## src/design/cabe_defines.svh

```systemverilog
// constants for the execution core: opcode classes, functions, cycle counts
// assumes inclusion by bare name from the package and modules
`ifndef CABE_DEFINES_SVH
`define CABE_DEFINES_SVH

// opcode low nibble selects the class; even nibbles are short branches
`define CABE_CLS_CALL      4'h1
`define CABE_CLS_JUMP      4'h9
`define CABE_CLS_BIT_TEST  4'h3
`define CABE_CLS_BIT_MOD   4'hb
`define CABE_CLS_ALU_DIR   4'h7
`define CABE_CLS_ALU_IMM   4'hf
`define CABE_CLS_MEM       4'h5
`define CABE_CLS_CTRL      4'hd

// accumulator functions, opcode high nibble
`define CABE_FN_ADD        4'h0
`define CABE_FN_AND        4'h1
`define CABE_FN_COMPARE    4'h2
`define CABE_FN_SUB        4'h3
`define CABE_FN_COMPLEMENT 4'h4
`define CABE_FN_ROTATE     4'h5
`define CABE_FN_SHIFT      4'h6
`define CABE_FN_CLEAR_ACC  4'h7

// data-space functions
`define CABE_MEM_INC       4'h0
`define CABE_MEM_DEC       4'h1
`define CABE_MEM_CLEAR     4'h2

// control functions
`define CABE_CTL_NOP       4'h0
`define CABE_CTL_RET       4'h1
`define CABE_CTL_RETURN_FROM_INTERRUPT      4'h2
`define CABE_CTL_STOP      4'h3
`define CABE_CTL_WAIT      4'h4

// cycles per instruction
`define CABE_CYC_ALU       3'd4
`define CABE_CYC_SHORT     3'd2
`define CABE_CYC_BIT_TEST  3'd5
`define CABE_CYC_JUMP      3'd4

// reset values and sizes
`define CABE_RST_PC        12'h000
`define CABE_RST_BYTE      8'h00
`define CABE_STACK_DEPTH   6
`define CABE_PC_W          12
`endif

```

## src/design/cabe_pkg.sv

```systemverilog
// types shared by the execution core and its return stack
// assumes cabe_defines.svh on the include path
`include "cabe_defines.svh"
package cabe_pkg;
  typedef enum logic [2:0] {
    MODE_RUN  = 3'b001,
    MODE_WAIT = 3'b010,
    MODE_STOP = 3'b100
  } cabe_mode_type;
  typedef logic [`CABE_PC_W-1:0] cabe_pc_type;
endpackage : cabe_pkg

```

## src/design/cabe_stack_if.sv

```systemverilog
// carrier between the core and its return-address stack
// assumes both ends on i_clk_sys
interface cabe_stack_if;
  import cabe_pkg::*;
  logic        push;
  logic        pop;
  cabe_pc_type push_data;
  cabe_pc_type top;
  logic        empty;
  modport core  (output push, output pop, output push_data, input top, input empty);
  modport stack (input push, input pop, input push_data, output top, output empty);
endinterface : cabe_stack_if

```

## src/design/cabe_exec_core.sv

```systemverilog
// execution core: accumulator ops, branches, bit ops, control, jump/call
// assumes program memory returns data one cycle after address, data space
// reads combinationally, interrupt request from same-clock logic
`include "cabe_defines.svh"
// Notes on behaviour
// - add, and, compare, subtract use accumulator and a data byte or immediate
// - clear, decrement, increment address any of 256 data-space bytes
// - complement, rotate through carry, shift left act on accumulator only
// - branches go only when carry, zero or tested bit condition holds
// - short branch reach is -15 to +16 from the branch address
// - bit-test branch reach is -126 to +129 via 8-bit signed byte
// - bit set/clear touches one bit, picked by a 3-bit field
// - jump and call reach the whole space with a 12-bit target
// - stop acts as wait while the watchdog function is selected
// - bit-test branch copies the tested bit into carry
module cabe_exec_core import cabe_pkg::*; #(
  parameter int STACK_DEPTH = `CABE_STACK_DEPTH
) (
  input  wire logic        i_clk_sys,  // core clock, 200 MHz
  input  wire logic        i_rst_n,    // async reset, active low
  output logic [11:0]      o_pm_addr,  // program memory address
  input  wire logic [7:0]  i_pm_data,  // program byte, one cycle after address
  output logic [7:0]       o_ds_addr,  // data-space address
  input  wire logic [7:0]  i_ds_rdata, // data-space read byte
  output logic [7:0]       o_ds_wdata, // data-space write byte
  output logic             o_ds_we,    // data-space write strobe
  input  wire logic        i_wdog_sel, // watchdog function selected
  input  wire logic        i_irq_req,  // interrupt request level
  input  wire logic [11:0] i_irq_vec,  // interrupt vector
  output logic             o_irq_ack,  // interrupt taken pulse
  output logic [7:0]       o_acc,      // accumulator
  output logic             o_flag_z,   // zero flag
  output logic             o_flag_c,   // carry flag
  output logic             o_wait,     // core in wait mode
  output logic             o_stop,     // core in stop mode
  output logic             o_done,     // last cycle of an instruction
  output logic [11:0]      o_pc        // address of current instruction
);
  if (STACK_DEPTH < 2) begin : g_chk
    $error("cabe_exec_core: STACK_DEPTH must be at least 2");
  end

  ////////////////////////////////////////////////////////////////////////
  function automatic logic is_short(input logic [7:0] op);
    return ~op[0];
  endfunction : is_short
  function automatic logic [2:0] last_cyc(input logic [7:0] op);
    logic [2:0] n;
    n = `CABE_CYC_ALU;
    if (is_short(op) || op[3:0] == `CABE_CLS_CTRL) n = `CABE_CYC_SHORT;
    else if (op[3:0] == `CABE_CLS_BIT_TEST) n = `CABE_CYC_BIT_TEST;
    else if (op[3:0] == `CABE_CLS_CALL || op[3:0] == `CABE_CLS_JUMP) n = `CABE_CYC_JUMP;
    return n - 3'd1;
  endfunction : last_cyc
  // {update flags, write acc, z, c, result}
  function automatic logic [11:0] alu(input logic [3:0] fn, input logic [7:0] a,
                                      input logic [7:0] b, input logic c);
    logic [8:0] s;
    logic       upd;
    logic       wr;
    logic       cy;
    logic [7:0] r;
    s   = 9'h000;
    upd = 1'b1;
    wr  = 1'b1;
    cy  = c;
    r   = a;
    case (fn)
      `CABE_FN_ADD:        begin s = {1'b0, a} + {1'b0, b}; r = s[7:0]; cy = s[8]; end
      `CABE_FN_AND:        begin r = a & b; cy = 1'b0; end
      `CABE_FN_COMPARE:    begin r = a - b; cy = (a < b); wr = 1'b0; end
      `CABE_FN_SUB:        begin r = a - b; cy = (a < b); end
      `CABE_FN_COMPLEMENT: begin r = ~a; cy = a[7]; end
      `CABE_FN_ROTATE:     begin r = {a[6:0], c}; cy = a[7]; end
      `CABE_FN_SHIFT:      begin r = {a[6:0], 1'b0}; cy = a[7]; end
      `CABE_FN_CLEAR_ACC:  begin r = 8'h00; cy = 1'b0; end
      default:             begin upd = 1'b0; wr = 1'b0; end
    endcase
    return {upd, wr, (r == 8'h00), cy, r};
  endfunction : alu
  ////////////////////////////////////////////////////////////////////////
  cabe_pc_type    pc_ff;
  cabe_pc_type    pm_addr_ff;
  cabe_pc_type    nxt_pc;
  logic [2:0]     cyc_ff;
  logic [7:0]     op_ff;
  logic [7:0]     b2_ff;
  logic [7:0]     b3_ff;
  logic           tbit_ff;
  logic [7:0]     acc_ff;
  logic           z_ff;
  logic           c_ff;
  logic           sz_ff;
  logic           sc_ff;
  logic [7:0]     ds_addr_ff;
  logic [7:0]     ds_wdata_ff;
  logic           ds_we_ff;
  logic           irq_ack_ff;
  cabe_mode_type  mode_ff;
  logic [7:0]     op;
  logic [3:0]     cls;
  logic [3:0]     fn;
  logic           running;
  logic           fin;
  logic           take_irq;
  logic           br_go;
  logic [11:0]    alu_out;
  logic [7:0]     mem_rslt;
  logic           inherent;
  cabe_stack_if sif ();
  cabe_ret_stack #(.DEPTH(STACK_DEPTH)) cabe_ret_stack_i (
    .i_clk_sys (i_clk_sys),
    .i_rst_n   (i_rst_n),
    .sif       (sif)
  );
  assign op       = (cyc_ff == 3'd1) ? i_pm_data : op_ff;
  assign cls      = op[3:0];
  assign fn       = op[7:4];
  assign running  = (mode_ff == MODE_RUN);
  assign fin      = running && cyc_ff != 3'd0 && cyc_ff == last_cyc(op);
  assign take_irq = (cyc_ff == 3'd0) && i_irq_req && !irq_ack_ff;
  assign inherent = (cls == `CABE_CLS_ALU_DIR) && fn >= `CABE_FN_COMPLEMENT;
  // condition field in bits 2:1 of the short forms
  always_comb begin
    case (op[2:1])
      2'b00:   br_go = ~z_ff;
      2'b01:   br_go = ~c_ff;
      2'b10:   br_go = z_ff;
      default: br_go = c_ff;
    endcase
  end
  // immediate operand from the second byte, else the data-space byte
  assign alu_out = alu(fn, acc_ff, (cls == `CABE_CLS_ALU_IMM) ? b2_ff : i_ds_rdata,
                       c_ff);
  always_comb begin
    case (fn)
      `CABE_MEM_INC: mem_rslt = i_ds_rdata + 8'h01;
      `CABE_MEM_DEC: mem_rslt = i_ds_rdata - 8'h01;
      default:       mem_rslt = 8'h00;
    endcase
  end
  always_comb begin
    nxt_pc = pc_ff + 12'd1;
    if (is_short(op)) begin
      if (br_go) begin
        nxt_pc = op[3] ? pc_ff - {8'h00, op[7:4]}
                       : pc_ff + {8'h00, op[7:4]} + 12'd1;
      end
    end else begin
      case (cls)
        `CABE_CLS_CALL,
        `CABE_CLS_JUMP:     nxt_pc = {op[7:4], b2_ff};
        `CABE_CLS_BIT_TEST: nxt_pc = (tbit_ff == op[4])
                                     ? pc_ff + 12'd2 + {{4{b3_ff[7]}}, b3_ff}
                                     : pc_ff + 12'd3;
        `CABE_CLS_CTRL:     if (fn == `CABE_CTL_RET || fn == `CABE_CTL_RETURN_FROM_INTERRUPT) nxt_pc = sif.top;
        `CABE_CLS_ALU_DIR:  if (!inherent) nxt_pc = pc_ff + 12'd2;
        default:            nxt_pc = pc_ff + 12'd2;
      endcase
    end
  end
  assign sif.push      = take_irq || (fin && cls == `CABE_CLS_CALL);
  assign sif.push_data = take_irq ? pc_ff : pc_ff + 12'd2;
  // a return with nothing stacked leaves the stack alone
  assign sif.pop       = fin && !sif.empty && cls == `CABE_CLS_CTRL &&
                         (fn == `CABE_CTL_RET || fn == `CABE_CTL_RETURN_FROM_INTERRUPT);
  ////////////////////////////////////////////////////////////////////////
  // sequencing and fetch; cycle 0 issues the next byte address
  always_ff @(posedge i_clk_sys or negedge i_rst_n) begin
    if (!i_rst_n) begin
      pc_ff      <= `CABE_RST_PC;
      pm_addr_ff <= `CABE_RST_PC;
      cyc_ff     <= 3'd0;
    end else if (take_irq) begin
      pc_ff      <= i_irq_vec;
      pm_addr_ff <= i_irq_vec;
    end else if (running) begin
      if (cyc_ff == 3'd0) begin
        pm_addr_ff <= pc_ff + 12'd1;
        cyc_ff     <= 3'd1;
      end else if (fin) begin
        pc_ff      <= nxt_pc;
        pm_addr_ff <= nxt_pc;
        cyc_ff     <= 3'd0;
      end else begin
        if (cyc_ff == 3'd1) pm_addr_ff <= pc_ff + 12'd2;
        cyc_ff <= cyc_ff + 3'd1;
      end
    end
  end
  always_ff @(posedge i_clk_sys or negedge i_rst_n) begin
    if (!i_rst_n) begin
      op_ff   <= `CABE_RST_BYTE;
      b2_ff   <= `CABE_RST_BYTE;
      b3_ff   <= `CABE_RST_BYTE;
      tbit_ff <= 1'b0;
    end else if (running) begin
      if (cyc_ff == 3'd1) op_ff <= i_pm_data;
      if (cyc_ff == 3'd2) b2_ff <= i_pm_data;
      if (cyc_ff == 3'd3) begin
        b3_ff   <= i_pm_data;
        tbit_ff <= i_ds_rdata[op_ff[7:5]];
      end
    end
  end

  ////////////////////////////////////////////////////////////////////////
  // data space; write lands in the next instruction's cycle 0, which
  // never reads data space, so there is no read-after-write hazard
  always_ff @(posedge i_clk_sys or negedge i_rst_n) begin
    if (!i_rst_n) begin
      ds_addr_ff  <= `CABE_RST_BYTE;
      ds_wdata_ff <= `CABE_RST_BYTE;
      ds_we_ff    <= 1'b0;
    end else begin
      ds_we_ff <= 1'b0;
      if (running && cyc_ff == 3'd2) ds_addr_ff <= i_pm_data;
      if (fin && cls == `CABE_CLS_MEM && fn <= `CABE_MEM_CLEAR) begin
        ds_wdata_ff <= mem_rslt;
        ds_we_ff    <= 1'b1;
      end
      if (fin && cls == `CABE_CLS_BIT_MOD) begin
        ds_wdata_ff <= op_ff[4] ? (i_ds_rdata | (8'h01 << op_ff[7:5]))
                                : (i_ds_rdata & ~(8'h01 << op_ff[7:5]));
        ds_we_ff    <= 1'b1;
      end
    end
  end

  ////////////////////////////////////////////////////////////////////////
  // accumulator and flags; absent cases keep flags as they are
  always_ff @(posedge i_clk_sys or negedge i_rst_n) begin
    if (!i_rst_n) begin
      acc_ff <= `CABE_RST_BYTE;
      z_ff   <= 1'b0;
      c_ff   <= 1'b0;
      sz_ff  <= 1'b0;
      sc_ff  <= 1'b0;
    end else if (take_irq) begin
      sz_ff <= z_ff;
      sc_ff <= c_ff;
    end else if (fin) begin
      case (cls)
        `CABE_CLS_ALU_DIR,
        `CABE_CLS_ALU_IMM: if (alu_out[11] && (cls == `CABE_CLS_ALU_DIR || fn < 4'h4)) begin
          if (alu_out[10]) acc_ff <= alu_out[7:0];
          z_ff <= alu_out[9];
          c_ff <= alu_out[8];
        end
        `CABE_CLS_MEM: if (fn == `CABE_MEM_INC || fn == `CABE_MEM_DEC) begin
          z_ff <= (mem_rslt == 8'h00);
        end
        `CABE_CLS_BIT_TEST: c_ff <= tbit_ff;
        `CABE_CLS_CTRL: if (fn == `CABE_CTL_RETURN_FROM_INTERRUPT) begin
          z_ff <= sz_ff;
          c_ff <= sc_ff;
        end
        default: ;
      endcase
    end
  end
  ////////////////////////////////////////////////////////////////////////
  // low-power modes; only an interrupt or reset leaves them
  always_ff @(posedge i_clk_sys or negedge i_rst_n) begin
    if (!i_rst_n) begin
      mode_ff    <= MODE_RUN;
      irq_ack_ff <= 1'b0;
    end else begin
      irq_ack_ff <= take_irq;
      if (take_irq) begin
        mode_ff <= MODE_RUN;
      end else if (fin && cls == `CABE_CLS_CTRL) begin
        case (fn)
          `CABE_CTL_STOP: mode_ff <= i_wdog_sel ? MODE_WAIT : MODE_STOP;
          `CABE_CTL_WAIT: mode_ff <= MODE_WAIT;
          default:        mode_ff <= mode_ff;
        endcase
      end
    end
  end
  assign o_pm_addr  = pm_addr_ff;
  assign o_ds_addr  = ds_addr_ff;
  assign o_ds_wdata = ds_wdata_ff;
  assign o_ds_we    = ds_we_ff;
  assign o_irq_ack  = irq_ack_ff;
  assign o_acc      = acc_ff;
  assign o_flag_z   = z_ff;
  assign o_flag_c   = c_ff;
  assign o_wait     = (mode_ff == MODE_WAIT);
  assign o_stop     = (mode_ff == MODE_STOP);
  assign o_done     = fin;
  assign o_pc       = pc_ff;
endmodule : cabe_exec_core

```

## src/design/cabe_ret_stack.sv

```systemverilog
// return-address stack, top of stack held in a register
// assumes push and pop never in the same cycle
`include "cabe_defines.svh"
module cabe_ret_stack import cabe_pkg::*; #(
  parameter int DEPTH = `CABE_STACK_DEPTH
) (
  input  wire logic   i_clk_sys, // core clock
  input  wire logic   i_rst_n,   // async reset, active low
  cabe_stack_if.stack sif        // core side
);
  localparam int SPW = $clog2(DEPTH + 1);
  if (DEPTH < 2) begin : g_chk
    $error("cabe_ret_stack: DEPTH must be at least 2");
  end

  cabe_pc_type          mem [DEPTH];
  logic [SPW-1:0]       sp_ff;
  cabe_pc_type          top_ff;

  ////////////////////////////////////////////////////////////////////////
  // overflow drops the push: the oldest entries are the ones kept
  always_ff @(posedge i_clk_sys or negedge i_rst_n) begin
    if (!i_rst_n) begin
      sp_ff  <= '0;
      top_ff <= `CABE_RST_PC;
    end else if (sif.push && sp_ff != SPW'(DEPTH)) begin
      sp_ff  <= sp_ff + SPW'(1);
      top_ff <= sif.push_data;
    end else if (sif.pop && sp_ff != '0) begin
      sp_ff  <= sp_ff - SPW'(1);
      top_ff <= (sp_ff >= SPW'(2)) ? mem[sp_ff - SPW'(2)] : `CABE_RST_PC;
    end
  end

  always_ff @(posedge i_clk_sys) begin
    if (sif.push && sp_ff != SPW'(DEPTH)) begin
      mem[sp_ff] <= sif.push_data;
    end
  end

  assign sif.top   = top_ff;
  assign sif.empty = (sp_ff == '0);
endmodule : cabe_ret_stack

```

## config.mk

```make
export PLATFORM = sky130hd
export DESIGN_NAME = cabe_exec_core
export DESIGN_NICKNAME = d
export VERILOG_FILES = /design/src/design/cabe_pkg.sv /design/src/design/cabe_stack_if.sv /design/src/design/cabe_exec_core.sv /design/src/design/cabe_ret_stack.sv
export VERILOG_INCLUDE_DIRS = /design/src /design/src/design
export SDC_FILE = /design/constraint.sdc
export NUM_CORES = 1
export LEC_CHECK = 0
export BUFFER_PORTS_ARGS = -buffer_cell sky130_fd_sc_hd__buf_2
export CAP_MARGIN = 10
export CORE_AREA = 4 4 166 168
export CTS_BUF_LIST = sky130_fd_sc_hd__clkbuf_8
export CTS_CLUSTER_SIZE = 25
export DETAILED_ROUTE_END_ITERATION = 6
export DIE_AREA = 0 0 170 172
export PLACE_DENSITY = 0.65
export SETUP_SLACK_MARGIN = 0.2
export SLEW_MARGIN = 20
export SYNTH_ARGS = -nofsm -noshare
export SYNTH_HDL_FRONTEND = slang
export SYNTH_SLANG_ARGS = --single-unit
export TNS_END_PERCENT = 20
```

## constraint.sdc

```tcl
create_clock -name i_clk_sys -period 5.3 [get_ports i_clk_sys]
set_input_delay 0.53 -clock i_clk_sys [delete_from_list [all_inputs] [get_ports i_clk_sys]]
set_output_delay 0.53 -clock i_clk_sys [all_outputs]
set_load 0.01 [all_outputs]
```

==> flow_summary.toml, run 1 <==
[outcome]
status = "finished, final reports clean"

[synthesis]
yosys_warnings = 0
yosysTopAreaCell = "dfrtp_1"
synth_edf_count = 72
syn_area_mm2 = 0.0116
ys.flop_type = "dfrtp_1"
yosys_register_bits = 164
ys_seq_area_share_pct = 38.4
netlist.area_leader.share_pct = 19.6
synth_nets = 1309
synthTopCellsByCount = "nand2_1 (118), dfrtp_1 (91), nor2_1 (87), o21ai_0 (75), edfxtp_1 (72)"
async_reset_ff_share_pct = 56.1
synth.most_common_cell = "nand2_1"
synthTopCellsByArea = "dfrtp_1 (20%), edfxtp_1 (19%), ha_1 (5.8%)"
syn_avg_cell_area_um2 = 9.57
yosysUniqueCellTypes = 77
postSynthCellCount = 1216

[clocking]
holdBufCountCts = 1
clock_path_buffers = 2
cts_resized = 0
cts-root-buf = "clkbuf_8"
cts_setup_buffers = 0
clk_latency_ns = 0.48
path_clk_slew_ns = 0.13
cts_buffers = 17
cts_max_level = 4
cts_tree = "done"
clkSinkCount = 164

[placed_design]
routabilityCongestion = 1.01
port_buffers = 86
hpwl_um = 28100
dp.cells = 1601
post-place-ws_ns = 0.675

[timing]
period_share_pct = 88.9
report.final.slew_viol_count = 0
setup_viol = 0
worst_pin_slew_ns = 1.15
rsz0062_at_grt = "no"
fin_setup_tns_ns = 0
timing.final.ws_setup_ns = 0.586
holdWs_ns = 0.304
hold_viol = 0
finalCriticalPeriod_ns = 4.71
finalClockSkew_ns = 0.0275
fmax_mhz = 212
relSlewSlack_pct = 23.1

[global_route]
grt_pass1_wl_um = 58700
antenna_found_initial = 0
first_global_vias = 10197
track_usage_pct = 26.0
grt_overflow = 0
grt_max_degree = 61

[hold_path]
hp-class = "input pin to register"

[worst_setup_path]
crit_type = "register to register"
cp-end-kind = "register"
cp.arrival_ns = 5.07
startpoint_type = "register"
crit_top_cell = "buf_4"
slowest_delay_ns = 0.59
cp.required_ns = 5.66
cp_cell_sequence = "inv_1 -> ha_1 -> nand2b_1 -> buf_4 -> mux2_2 -> nor3_2 -> buf_4 -> mux2i_2 -> nand4_1 -> a32oi_1 -> clkinv_1 -> and2_1 -> a221o_1"
cp_max_fo = 24
slowest_stage = "a32oi_1"

[power]
power_leakage_uw = 0.00549
powerDensity_mw_per_mm2 = 209
worst_ir_drop_vdd_mv = 0.172

[cells_and_area]
antenna_cells = 0
area_growth_syn_to_layout_pct = 10.8
fillerInstances = 2465
fin_cells = 1634
drive_above_1_share_pct = 17.5
num-nets-final = 1379

[route]
antenna_left = 0
via_per_inst = 6.28
highest_layer = "met4"
drc = 0
wl_per_cell_um = 23.2
wl_met3_um = 3260
vias = 10263
drt_iter0_drc = 1145
dr_wl_met2_um = 17400
drt-total-wl_um = 37900
wl_met1_um = 16000
drt_first_pass_iters = 6

[floorplan]
core_area_mm2 = 0.0259
start_util_pct = 44.9
num_io_pins = 87
die_y_um = 172
dieWidth_um = 170
die_area_mm2 = 0.0292
fp-row-count = 59

[flow_run]
drv_cap = 0
==> routing by layer <==
metal	GRT usage (%)	vias up
met2	41.8	512
met1	35.5	4971
li1	-	4685
met4	9.03	0
met3	4.80	95
met5	0	-
==> path summary, 6_finish.rpt <==
kind | start | endpoint | slack (ns) | depth (start not counted)
max in group asynchronous | i_rst_n | o_ds_wdata[2] | 3.58 | 3
worst max register to register | cyc_ff[1] | cabe_ret_stack_i.sif.top[1] | 0.59 | 13
worst max-delay path | cyc_ff[1] | cabe_ret_stack_i.sif.top[1] | 0.59 | 13
worst min register to register | sc_ff | sc_ff | 0.51 | 2
worst min-delay path | i_irq_vec[1] | o_pc[1] | 0.30 | 3
min in group asynchronous | i_rst_n | o_pm_addr[7] | 0.53 | 2
==> logic make-up (layout without fill, tap and decap cells) <==
kind of cell,Yosys count,after routing,share of synthesized area [%]
and+or+nand+nor,365,365,15.0
AOI/OAI and AO/OA,328,328,19.1
DFF,164,164,38.4
buffers and inverters,122,205,4.21
muxes,97,97,10.4
xor gates and xnor gates,79,79,5.95
adders and majority gates,61,61,7.01
==> registers in the layout, summed over array words and instances (netlist names), 12 cells and up <==
name	count
cabe_ret_stack_i.sif.top	12
o_pc	12
cabe_ret_stack_i.mem	72
o_pm_addr	12
==> stage by stage <==
step	instance area [um2]	power (uW)	utilization, %
3_3_place_gp	12400	1730	48.0
2_1_floorplan	11600	1600	-
5_1_grt	12900	2810	49.7
3_5_place_dp	12400	1740	48.0
6_report	12900	2700	49.7
4_1_cts	12900	2720	49.7
==> layout by cell type, fill, tap and decap left out, types with 11 or more instances in the layout <==
cell        n
and3_1     13
a211oi_1   17
mux4_2     14
a221oi_1   11
nand3_1    28
buf_2      85
o22ai_1    12
nor3_1     39
nand2b_1   12
nor2_1     87
buf_4      34
edfxtp_1   72
a21o_1     11
nand2_1   118
clkbuf_8   17
mux2_2     39
mux2i_1    41
inv_1      48
ha_1       54
a31oi_1    15
a22oi_1    14
xor2_1     33
o21ai_0    75
a21oi_1    64
xnor2_1    46
dfrtp_1    91
nand4_1    15
==> where the power goes <==
part,leakage [uW],internal [uW],switching [uW]
registers,0.00175,1350,33.9
logic,0.00352,130,202
clock network,0.000216,375,608
==> area by class of cell <==
| cell class | instances | area [um2] | share of cell area [%] |
|---|---|---|---|
| Clock buffer | 17 | 234 | 1.82 |
| Clock inverter | 15 | 199 | 1.54 |
| Inverter | 53 | 199 | 1.54 |
| Multi-Input combinational cell | 930 | 6680 | 51.8 |
| Sequential cell | 164 | 4470 | 34.6 |
| Tap cell | 335 | 419 | 3.25 |
| Timing Repair Buffer | 120 | 691 | 5.36 |
==> worst max-delay path: cells and delay by family (launching register included) <==
kind | cells | cell delay [ns]
compound gates | 2 | 1.02
fa+ha+maj | 1 | 0.28
buf+inv | 4 | 1.12
flops | 1 | 0.45
mux | 2 | 0.82
simple gates | 4 | 0.92
Note: power is estimated with default switching activity, not from simulation.
==> inputs of run 2 (changes only) <==
- RECOVER_POWER: default -> 50
==> flow_summary.toml, run 2 (synthesis results as in run 1) <==
[cells_and_area]
num-nets-final = 1379
area_growth_syn_to_layout_pct = 9.93
postLayoutCoreUtil_pct = 49.4
layout_commonest_cell = "nand2_1"
fin_cells = 1634
antenna_cells = 0
final_cell_mix = "nand2_1 (118), dfrtp_1 (91), nor2_1 (87)"
top_register = "cabe_ret_stack_i.mem"
fillerInstances = 2496
drive_above_1_share_pct = 12.9
largest_reg_flops = 72

[worst_setup_path]
cp_max_fo = 24
cp-end-kind = "register"
crit_type = "register to register"
cp.arrival_ns = 5.18
cp.required_ns = 5.66
startpoint_type = "register"

[global_route]
grt_pass1_wl_um = 58700
track_usage_pct = 26.0
antenna_found_initial = 0
grt_max_degree = 61
grt_overflow = 0
first_global_vias = 10197

[floorplan]
dieWidth_um = 170
die_y_um = 172
num_io_pins = 87
die_area_mm2 = 0.0292
fp-row-count = 59
start_util_pct = 44.9
core_area_mm2 = 0.0259

[clocking]
cts-root-buf = "clkbuf_8"
clock_path_buffers = 2
cts_tree = "done"
path_clk_slew_ns = 0.13
clk_latency_ns = 0.48
cts_setup_buffers = 0
cts_max_level = 4
cts_buffers = 17
clkSinkCount = 164

[outcome]
status = "finished, violations left"
violations = "capacitance limit, slew limit"

[timing]
period_share_pct = 91.0
relSlewSlack_pct = -31.2
finalCriticalPeriod_ns = 4.82
holdWs_ns = 0.294
worst_pin_slew_ns = 1.97
setup_viol = 0
fin_setup_tns_ns = 0
finalClockSkew_ns = 0.0286
rsz0062_at_grt = "no"
fmax_mhz = 207
hold_viol = 0
report.final.slew_viol_count = 95

[route]
wl_per_cell_um = 23.2
vias = 10307
via_per_inst = 6.31
drt_iter0_drc = 1251
drt-total-wl_um = 37900
antenna_left = 0
drt_first_pass_iters = 7
drc = 0

[placed_design]
hpwl_um = 28100
port_buffers = 86
routabilityCongestion = 1.01
dp.cells = 1601

[power]
power.total_uw = 2690
power_leakage_uw = 0.00528
powerDensity_mw_per_mm2 = 210
worst_ir_drop_vdd_mv = 0.171

[flow_run]
drv_cap = 2

[hold_path]
hp-class = "input pin to register"
==> run 2: cell types whose count changed in the layout (fill, tap and decap cells not counted), sizes merged <==
| cell | previous run | this run |
|---|---|---|
| buf | 119 | 60 |
| clkbuf | 17 | 76 |
==> run 2: final timing paths <==
path | start | end | slack (ns) | depth (start not counted)
setup / recovery | cyc_ff[1] | cabe_ret_stack_i.sif.top[1] | 0.48 | 13
hold / removal | i_irq_vec[1] | o_pc[1] | 0.29 | 3
setup reg to reg | cyc_ff[1] | cabe_ret_stack_i.sif.top[1] | 0.48 | 13
hold reg to reg | sc_ff | sc_ff | 0.51 | 2
max in group asynchronous | i_rst_n | o_ds_wdata[6] | 1.75 | 3
min in group asynchronous | i_rst_n | o_pm_addr[7] | 1.12 | 2
==> run 2: final cells by class <==
class	instances	area, um2	area share, %
clock inverter	15	199	1.55
clock buffer	17	234	1.83
sequential	164	4470	34.9
tap	335	419	3.28
inverter	53	199	1.55
multi-input combinational	930	6680	52.2
timing repair buffer	120	596	4.65
==> run 2: stage by stage <==
| step | instance area, um2 | setup slack [ns] |
|---|---|---|
| CTS | 12900 | 0.666 |
| finish | 12800 | 0.479 |
| detailed placement | 12400 | 0.675 |
| floorplan | 11600 | 0.764 |
| global placement | 12400 | 0.827 |
| global route | 12800 | 0.240 |
==> run 2: repair_timing <==
item                                   4_1_cts  5_1_grt
resized for setup                            0        0
hold buffers                                 1        0
endpoints found under the hold margin       23        0
==> run 2: metal layers <==
metal	track usage, %	vias up	share of wire, %
li1	-	4700	-
met1	35.5	4999	43
met2	41.8	519	46
met3	4.80	89	8.0
met4	9.03	0	3.4
met5	0	-	0
==> run 2: power breakdown <==
part	leakage [uW]	switching [uW]	internal, uW
clock	0.000216	608	375
combinational	0.00331	203	124
sequential	0.00175	34.2	1350
total	0.00528	844	1850
==> run 2: worst max-delay path, cell delays in order (launching register included) <==
cell and delay (ns):
dfrtp_1 0.45, inv_1 0.12, ha_1 0.28, nand2b_1 0.13
buf_4 0.31, mux2_1 0.55, nor3_2 0.23, buf_4 0.26
mux2i_2 0.32, nand4_1 0.15, a32oi_1 0.61, clkinv_1 0.44
and2_1 0.44, a221o_1 0.43
